--- src/rtl/sdrc_regs.vh ---
// constants for the sdram controller core
`ifndef SDRC_REGS_VH
`define SDRC_REGS_VH
// configuration register indices
`define SDRC_REG_SIZE      2'h0
`define SDRC_REG_BURST     2'h1
`define SDRC_REG_TIMING    2'h2
`define SDRC_REG_REFRESH   2'h3
// reset values
`define SDRC_SIZE_RST      2'h3
`define SDRC_BURST_RST     4'h8
`define SDRC_TRCD_RST      4'h2
`define SDRC_TRAS_RST      4'h5
`define SDRC_TRP_RST       4'h2
`define SDRC_TCL_RST       4'h2
`define SDRC_TRFC_RST      4'h7
`define SDRC_REF_RST       16'h0186
// burst field code for full page
`define SDRC_BURST_FULL    4'hF
// page length in words for full page bursts
`define SDRC_PAGE_LEN      10'h200
// timing register field positions
`define SDRC_TRCD_LSB      0
`define SDRC_TRAS_LSB      4
`define SDRC_TRP_LSB       8
`define SDRC_TCL_LSB       12
`define SDRC_TRFC_LSB      16
`endif

--- src/rtl/sdrc_core.v ---
// sdram controller core: host bus, config port, command sequencer
`timescale 1ns/1ps
// What this block does
// host request strobe with select starts an sdram access sequence
// acknowledge pulses low once per read or write word
// config access strobe makes the sequencer perform a register write
// drive chip selects, row, column, write strobes, address and byte masks
// counters hold each command until its timing interval expires
// timing intervals come from software-written configuration registers
// host address splits into bank, row and column on memory lines
// reset loads default timing values, software may reprogram later
// registers set device size, burst length and timing
// host picks register by 2-bit index, 32-bit value, write strobe
// bursts of one to eight words and full page supported
// refresh cycles issued automatically at programmable interval
// one data word per clock during a burst, no waits
// four separate active-low memory chip selects; accesses reach only chips 0 and 1, chips 2 and 3 go low only on refresh
// host marks final word with last-beat so burst ends there
// address beyond configured size flags error, no sdram access
// data buffer direction and enable follow transfer direction
module sdrc_core (
    input  wire        clk_in,                 // system clock
    input  wire        rst_in,                 // async reset, active high
    input  wire        host_request_strobe_n_in, // access request strobe
    input  wire        host_select_n_in,       // host chip enable
    input  wire        host_write_in,          // 1 write, 0 read
    input  wire [31:0] host_addr_in,           // host word address
    input  wire [7:0]  host_byte_en_n_in,      // byte enables, active low
    input  wire        final_beat_n_in,        // last word of burst
    input  wire        cfg_access_req_n_in,    // config access strobe
    input  wire [1:0]  cfg_reg_index_in,       // config register index
    input  wire [31:0] cfg_write_value_in,     // config write value
    input  wire        cfg_write_strobe_in,    // config write qualifier
    output reg         cfg_ack_n_out,          // config write done
    output reg         xfer_ack_n_out,         // per-word acknowledge
    output reg         range_error_n_out,      // address out of range
    output reg         buf_oe_n_out,           // data buffer enable
    output reg         buf_to_mem_out,         // buffer direction, 1 to sdram
    output reg  [3:0]  mem_cs_n_out,           // chip selects
    output reg         mem_ras_n_out,          // row strobe
    output reg         mem_cas_n_out,          // column strobe
    output reg         mem_we_n_out,           // write strobe
    output reg  [1:0]  mem_bank_out,           // bank select
    output reg  [12:0] memory_row_col_lines_out, // row or column address
    output reg  [7:0]  mem_dqm_out             // byte lane masks
);
`include "sdrc_regs.vh"

// ==========================================================
// states and commands
localparam [3:0] ST_IDLE = 4'h0, ST_ACT = 4'h1, ST_RCD = 4'h2, ST_BURST = 4'h3,
                 ST_LAT = 4'h4, ST_RAS = 4'h5, ST_PRE = 4'h6, ST_REF = 4'h7,
                 ST_CFG = 4'h8, ST_ERR = 4'h9, ST_PREREF = 4'hA;
localparam [2:0] CMD_NOP = 3'h7, CMD_ACT = 3'h3, CMD_RD = 3'h5, CMD_WR = 3'h4,
                 CMD_PRE = 3'h2, CMD_REF = 3'h1;

// ==========================================================
// configuration registers
reg  [1:0]  size_r;   // 0..3: 2^(23+n) words addressable
reg  [3:0]  burst_r;
reg  [3:0]  trcd_r, tras_r, trp_r, tcl_r, trfc_r;
reg  [15:0] ref_int_r;
reg  [15:0] ref_cnt_r;
reg         ref_due_r;
reg  [3:0]  state_r;
reg  [3:0]  tmr_r;     // interval counter
reg  [3:0]  ras_r;     // activate to precharge counter
reg  [9:0]  beat_r;    // burst word counter
reg  [3:0]  lat_r;     // read latency drain
reg         wr_r;
reg  [31:0] addr_r;
reg  [15:0] rd_pipe_r; // read words in flight, one bit per clock
wire        hit_req = !host_request_strobe_n_in && !host_select_n_in;
wire [31:0] lim = 32'h0080_0000 << size_r;
wire        in_range = host_addr_in < lim;
wire [9:0]  blen = (burst_r == `SDRC_BURST_FULL) ? `SDRC_PAGE_LEN
                   : {6'h0, burst_r};
wire        last = !final_beat_n_in || (beat_r + 10'h1 >= blen);

// config writes, defaults on reset
always @(posedge clk_in or posedge rst_in) begin
    if (rst_in) begin
        size_r  <= `SDRC_SIZE_RST;
        burst_r <= `SDRC_BURST_RST;
        trcd_r  <= `SDRC_TRCD_RST;
        tras_r  <= `SDRC_TRAS_RST;
        trp_r   <= `SDRC_TRP_RST;
        tcl_r   <= `SDRC_TCL_RST;
        trfc_r  <= `SDRC_TRFC_RST;
        ref_int_r <= `SDRC_REF_RST;
    end else if (state_r == ST_CFG && cfg_write_strobe_in) begin
        case (cfg_reg_index_in)
            `SDRC_REG_SIZE: size_r <= cfg_write_value_in[1:0];
            `SDRC_REG_BURST: begin
                if (cfg_write_value_in[3:0] == 4'h0)
                    burst_r <= 4'h1;
                else if (cfg_write_value_in[3:0] > 4'h8)
                    burst_r <= `SDRC_BURST_FULL;
                else
                    burst_r <= cfg_write_value_in[3:0];
            end
            `SDRC_REG_TIMING: begin
                trcd_r <= cfg_write_value_in[`SDRC_TRCD_LSB +: 4];
                tras_r <= cfg_write_value_in[`SDRC_TRAS_LSB +: 4];
                trp_r  <= cfg_write_value_in[`SDRC_TRP_LSB +: 4];
                tcl_r  <= cfg_write_value_in[`SDRC_TCL_LSB +: 4];
                trfc_r <= cfg_write_value_in[`SDRC_TRFC_LSB +: 4];
            end
            default: ref_int_r <= cfg_write_value_in[15:0];
        endcase
    end
end

// refresh interval timer, set wins over clear
always @(posedge clk_in or posedge rst_in) begin
    if (rst_in) begin
        ref_cnt_r <= 16'h0000;
        ref_due_r <= 1'b0;
    end else begin
        if (ref_cnt_r >= ref_int_r) begin
            ref_cnt_r <= 16'h0000;
            ref_due_r <= 1'b1;
        end else begin
            ref_cnt_r <= ref_cnt_r + 16'h0001;
            if (state_r == ST_REF)
                ref_due_r <= 1'b0;
        end
    end
end

// ==========================================================
// sequencer with timing and burst counters
reg  [2:0]  cmd;
// command picked from the current state, registered onto the pins below
always @* begin
    cmd = CMD_NOP;
    case (state_r)
        ST_IDLE: begin
            if (ref_due_r)
                cmd = CMD_REF;
            else if (cfg_access_req_n_in && hit_req && in_range)
                cmd = CMD_ACT;
        end
        ST_BURST: cmd = wr_r ? CMD_WR : CMD_RD;
        ST_RAS: if (ras_r <= 4'h1) cmd = CMD_PRE;
        default: cmd = CMD_NOP;
    endcase
end

// state, counters and registered pin drive
always @(posedge clk_in or posedge rst_in) begin
    if (rst_in) begin
        state_r <= ST_IDLE;
        tmr_r <= 4'h0;
        ras_r <= 4'h0;
        beat_r <= 10'h000;
        lat_r <= 4'h0;
        wr_r <= 1'b0;
        addr_r <= 32'h0000_0000;
        cfg_ack_n_out <= 1'b1;
        xfer_ack_n_out <= 1'b1;
        range_error_n_out <= 1'b1;
        buf_oe_n_out <= 1'b1;
        buf_to_mem_out <= 1'b0;
        mem_cs_n_out <= 4'hF;
        mem_ras_n_out <= 1'b1;
        mem_cas_n_out <= 1'b1;
        mem_we_n_out <= 1'b1;
        mem_bank_out <= 2'h0;
        memory_row_col_lines_out <= 13'h0000;
        mem_dqm_out <= 8'hFF;
    end else begin
        range_error_n_out <= 1'b1;                            // error pulse lasts one cycle
        cfg_ack_n_out <= 1'b1;
        xfer_ack_n_out <= 1'b1;
        if (tmr_r != 4'h0) tmr_r <= tmr_r - 4'h1;
        if (ras_r != 4'h0) ras_r <= ras_r - 4'h1;
        case (state_r)
            ST_IDLE: begin
                range_error_n_out <= 1'b1;
                buf_oe_n_out <= 1'b1;
                if (ref_due_r) begin
                    tmr_r <= trfc_r;
                    state_r <= ST_REF;
                end else if (!cfg_access_req_n_in) begin
                    state_r <= ST_CFG;
                end else if (hit_req) begin
                    if (!in_range) begin
                        range_error_n_out <= 1'b0;
                        state_r <= ST_ERR;
                    end else begin
                        addr_r <= host_addr_in;
                        wr_r <= host_write_in;
                        tmr_r <= trcd_r;
                        ras_r <= tras_r;
                        state_r <= ST_RCD;
                        buf_to_mem_out <= host_write_in;
                        buf_oe_n_out <= 1'b0;
                    end
                end
            end
            ST_CFG: begin
                cfg_ack_n_out <= 1'b0;
                state_r <= ST_IDLE;
            end
            ST_ERR: state_r <= ST_IDLE;
            ST_RCD: if (tmr_r <= 4'h1) begin
                beat_r <= 10'h000;
                state_r <= ST_BURST;
            end
            ST_BURST: begin
                beat_r <= beat_r + 10'h001;
                mem_dqm_out <= host_byte_en_n_in;
                if (wr_r)
                    xfer_ack_n_out <= 1'b0;
                if (last) begin
                    lat_r <= tcl_r;
                    state_r <= wr_r ? ST_RAS : ST_LAT;
                end
            end
            ST_LAT: begin
                if (lat_r == 4'h0) state_r <= ST_RAS;
                else lat_r <= lat_r - 4'h1;
            end
            ST_RAS: begin
                mem_dqm_out <= 8'hFF;
                if (ras_r <= 4'h1) begin
                    tmr_r <= trp_r;
                    state_r <= ST_PRE;
                end
            end
            ST_PRE: if (tmr_r <= 4'h1) begin
                buf_oe_n_out <= 1'b1;
                state_r <= ST_IDLE;
            end
            ST_REF: if (tmr_r <= 4'h1) state_r <= ST_IDLE;
            default: state_r <= ST_IDLE;
        endcase
        // read words return after cas latency, one ack per word
        if (rd_pipe_r[tcl_r])
            xfer_ack_n_out <= 1'b0;
        // command and address drive
        mem_ras_n_out <= cmd[2];
        mem_cas_n_out <= cmd[1];
        mem_we_n_out  <= cmd[0];
        mem_cs_n_out  <= 4'hF;
        if (cmd == CMD_REF)
            mem_cs_n_out <= 4'h0;
        else if (cmd != CMD_NOP)
            mem_cs_n_out <= ~(4'h1 << (cmd == CMD_ACT ? host_addr_in[26:25]
                                                      : addr_r[26:25]));
        if (cmd == CMD_ACT) begin
            mem_bank_out <= host_addr_in[24:23];
            memory_row_col_lines_out <= host_addr_in[22:10];
        end else if (cmd == CMD_PRE) begin
            memory_row_col_lines_out <= 13'h0400;             // all banks
        end else if (cmd != CMD_NOP) begin
            mem_bank_out <= addr_r[24:23];
            memory_row_col_lines_out <= {3'h0, addr_r[9:0] + beat_r};
        end
    end
end

// read acknowledge pipe: one low pulse per read word after cas latency
always @(posedge clk_in or posedge rst_in) begin
    if (rst_in)
        rd_pipe_r <= 16'h0000;
    else
        rd_pipe_r <= {rd_pipe_r[14:0], state_r == ST_BURST && !wr_r};
end
endmodule

--- config.mk ---
export PLATFORM = sky130hd
export DESIGN_NAME = sdrc_core
export DESIGN_NICKNAME = d
export VERILOG_FILES = /design/src/rtl/sdrc_core.v
export VERILOG_INCLUDE_DIRS = /design/src /design/src/rtl
export SDC_FILE = /design/constraint.sdc
export NUM_CORES = 1
export LEC_CHECK = 0
export BUFFER_PORTS_ARGS = -buffer_cell sky130_fd_sc_hd__buf_2
export CAP_MARGIN = 40
export CORE_MARGIN = 1
export CORE_UTILIZATION = 48
export DETAILED_ROUTE_END_ITERATION = 8
export PLACE_DENSITY = 0.69
export SKIP_LAST_GASP = 1
export SYNTH_ARGS = -nofsm -noshare
export SYNTH_HDL_FRONTEND = slang
export SYNTH_SLANG_ARGS = --single-unit
export TNS_END_PERCENT = 5
--- constraint.sdc ---
create_clock -name clk_in -period 10.1 [get_ports clk_in]
set_input_delay 0.505 -clock clk_in [delete_from_list [all_inputs] [get_ports clk_in]]
set_output_delay 0.505 -clock clk_in [all_outputs]
set_load 0.02 [all_outputs]
==> results.sh <==
export IMPL_final_area_um2=9180
export IMPL_viasPerCell=5.30
export IMPL_die_area_um2=16800
export IMPL_cts_tree="done"
export IMPL_io_buffer_count=104
export IMPL_dpl_hpwl_mm=11.8
export IMPL_clk_pin_slew_ns=0.06
export IMPL_arrival_ns=3.50
export IMPL_firstDrtPassIters=4
export IMPL_synthTopCellsByArea="dfrtp_1, dfstp_2, mux2_2, ha_1, nand2_1"
export IMPL_final_cell_mix="dfrtp_1, buf_2, nor2_1, nand2_1, mux2_2"
export IMPL_final_common_cell="dfrtp_1"
export IMPL_grt_max_degree=84
export IMPL_r2r_slack_ns=6.91
export IMPL_max_slew_margin_rel_pct=45.9
export IMPL_synth_flop_cell="dfrtp_1"
export IMPL_drtIter0Drc=259
export IMPL_clockBufferDepth=2
export IMPL_hold_violations=0
export IMPL_synth_edff_count=0
export IMPL_outcome="finished, final reports clean"
export IMPL_track_usage_pct=20.7
export IMPL_tightest_slew_ns=0.800
export IMPL_post_cts_setup_buffers=0
export IMPL_period_share_pct=31.6
export IMPL_drc_errors=0
export IMPL_finalNonFillerCells=1065
export IMPL_reg2reg_from="size_r[1]"
export IMPL_yosysTopAreaCell="dfrtp_1"
export IMPL_cts_made_buffers=17
export IMPL_r2r_cells=9
export IMPL_cts_root_buf="clkbuf_16"
export IMPL_place_inst=1033
export IMPL_synth_top_area_share_pct=37.2
export IMPL_async_flop_share_pct=100
export IMPL_maxSlewViolCount=0
export IMPL_grt_pass1_wl_mm=26.9
export IMPL_gp_congestion=0.848
export IMPL_syn2layout_area_growth_pct=17.7
export IMPL_n_antenna_cell=0
export IMPL_cap_viol_max_count=0
export IMPL_crit_type="reg -> reg"
export IMPL_fin_setup_tns_ns=0
export IMPL_rows=46
export IMPL_ant_nets=0
export IMPL_rr_endpoint="mem_bank_out[0]"
export IMPL_synth_area_per_cell_um2=10.7
export IMPL_synthDistinctLibCells=65
export IMPL_dpl_worst_slack_ns=6.91
export IMPL_clk_latency_ns=0.43
export IMPL_synth_seq_cells=150
export IMPL_rsz0062_at_grt="false"
export IMPL_h_tree_depth=4
export IMPL_final_layout_size_suffix_gt1_share_pct=29.6
export IMPL_place_area_um2=8540
export IMPL_cts_resized=0
export IMPL_slowest_stage="and3_1"
export IMPL_nets=962
export IMPL_syn_area_um2=7790
export IMPL_start_kind="flop"
export IMPL_ys_seq_area_share_pct=48.7
export IMPL_hp_class="in -> async"
export IMPL_grt_antenna_before_repair=1
export IMPL_synth_warnings=0
export IMPL_fin_ws_ns=6.91
export IMPL_via_count=5647
export IMPL_fmax_mhz=314
export IMPL_syn_nets=856
export IMPL_cp_required_ns=10.41
export IMPL_die_width_um=129
export IMPL_vdd_ir_drop_max_uv=148
export IMPL_cpPeakStageDelay_ns=0.62
export IMPL_period_needed_ns=3.19
export IMPL_setup_viol=0
export IMPL_fin_util_pct=57.8
export IMPL_fp_dieH_um=129
export IMPL_routedWlPerCell_um=15.3
export IMPL_routed_wl_mm=16.3
export IMPL_gr_total_overflow=0
export IMPL_power_density_nw_per_um2=228
export IMPL_crit_chain="or2_2, ha_1, o21ai_0, a21oi_1, nor2_1, and3_1, buf_4, mux2_1, mux2_2"
export IMPL_end_kind="flop"
export IMPL_start_util_pct=49.1
export IMPL_p_leak_nw=4.31
export IMPL_grt_pass1_vias=5555
export IMPL_clock_skew_ns=0.00654
export IMPL_clock_sinks=150
export IMPL_critical_path_max_fanout=14
export IMPL_num_io_pins=117
export IMPL_hold_buffers=0
export IMPL_synthCells=730
export IMPL_core_area_um2=15900
==> stage by stage <==
step,hold WS [ns],power (W)
2_1_floorplan,0.349,0.00127
3_3_place_gp,0.355,0.00140
3_5_place_dp,0.362,0.00143
4_1_cts,0.246,0.00211
5_1_grt,0.298,0.00222
6_report,0.227,0.00210
==> worst max-delay path by stage <==
stage          startpoint         endpoint  slack [ns]  cells past startpoint
6_report        size_r[1]  mem_bank_out[0]        6.91                      9
5_1_grt         size_r[1]  mem_bank_out[0]        6.77                      9
4_1_cts         size_r[1]  mem_bank_out[0]        6.90                      9
2_1_floorplan      rst_in        addr_r[0]        5.61                      1
3_5_place_dp    size_r[1]  mem_bank_out[0]        6.91                      9
3_3_place_gp    size_r[1]  mem_bank_out[0]        6.91                      9
==> layout make-up <==
| class | count | area (um^2) |
|---|---|---|
| Fill cell | 1388 | 6710 |
| Sequential cell | 150 | 3800 |
| Multi-Input combinational cell | 514 | 3690 |
| Timing Repair Buffer | 113 | 627 |
| Clock buffer | 20 | 457 |
| Tap cell | 216 | 270 |
| Clock inverter | 12 | 175 |
| Inverter | 40 | 155 |
==> sequential cells by signal (all words and copies together) (netlist names), 2 cells and up <==
name                      flops
size_r                        2
trcd_r                        4
mem_bank_out                  2
memory_row_col_lines_out     13
rd_pipe_r                    16
ras_r                         4
state_r                       4
beat_r                       10
tras_r                        4
ref_int_r                    16
mem_dqm_out                   8
tmr_r                         4
lat_r                         4
trfc_r                        4
burst_r                       4
addr_r                       14
tcl_r                         4
trp_r                         4
mem_cs_n_out                  4
ref_cnt_r                    16
==> worst max-delay path, delay by kind of cell (launching register included) <==
kind,cells,cell delay [ns]
AO/OA/AOI/OAI,2,0.27
adder cells (fa/ha/maj),1,0.27
buffers and inverters,1,0.34
multiplexers,2,0.63
AND/OR/NAND/NOR,3,1.18
flip-flops,1,0.40
==> kinds of logic (layout without fill, tap and decap cells) <==
kind of cell               count (synthesis)  after routing  share of synthesized area [%]
AOI/OAI and AO/OA                        134            134                           10.8
xor gates and xnor gates                  29             29                           3.26
adders and majority gates                 44             44                           7.16
buffers and inverters                     66            185                           3.88
DFF                                      150            150                           48.7
muxes                                     79             79                           11.8
and+or+nand+nor                          228            228                           14.3
==> routing by layer <==
metal / up-vias / share of wire, % / global-route usage, %
met5: - / 0.080 / 0
met3: 26 / 3.7 / 3.88
li1: 2802 / - / -
met1: 2702 / 48 / 27.4
met2: 115 / 46 / 34.0
met4: 2 / 1.7 / 7.52
==> where the power goes <==
group	leakage [nW]	internal, W	total, W	switching, W
Combinational	2.08	0.000251	0.000619	0.000368
Clock	0.302	0.000426	0.000679	0.000252
Sequential	1.92	0.000719	0.000799	0.0000803
Total	4.31	0.00140	0.00210	0.000701
==> Yosys cell counts, types with 3 or more instances <==
cell type / n
and2_1: 7
nand4_1: 6
mux2_2: 55
xnor2_1: 12
clkbuf_1: 14
o22ai_1: 9
and3_1: 9
a21oi_1: 33
buf_6: 4
nor4_1: 4
dfstp_2: 34
buf_2: 6
o21a_1: 6
nor2_1: 62
mux4_2: 5
ha_1: 43
xor2_1: 17
o21ai_0: 44
inv_1: 40
o211ai_1: 6
dfrtp_1: 116
o31ai_1: 4
nand2b_1: 10
or3_1: 8
nand3b_1: 4
nor3b_1: 4
mux2i_1: 18
nor3_1: 12
nor2b_1: 5
a22o_1: 3
nand3_1: 24
nand2_1: 62
Power figures use the tool's default switching activity.
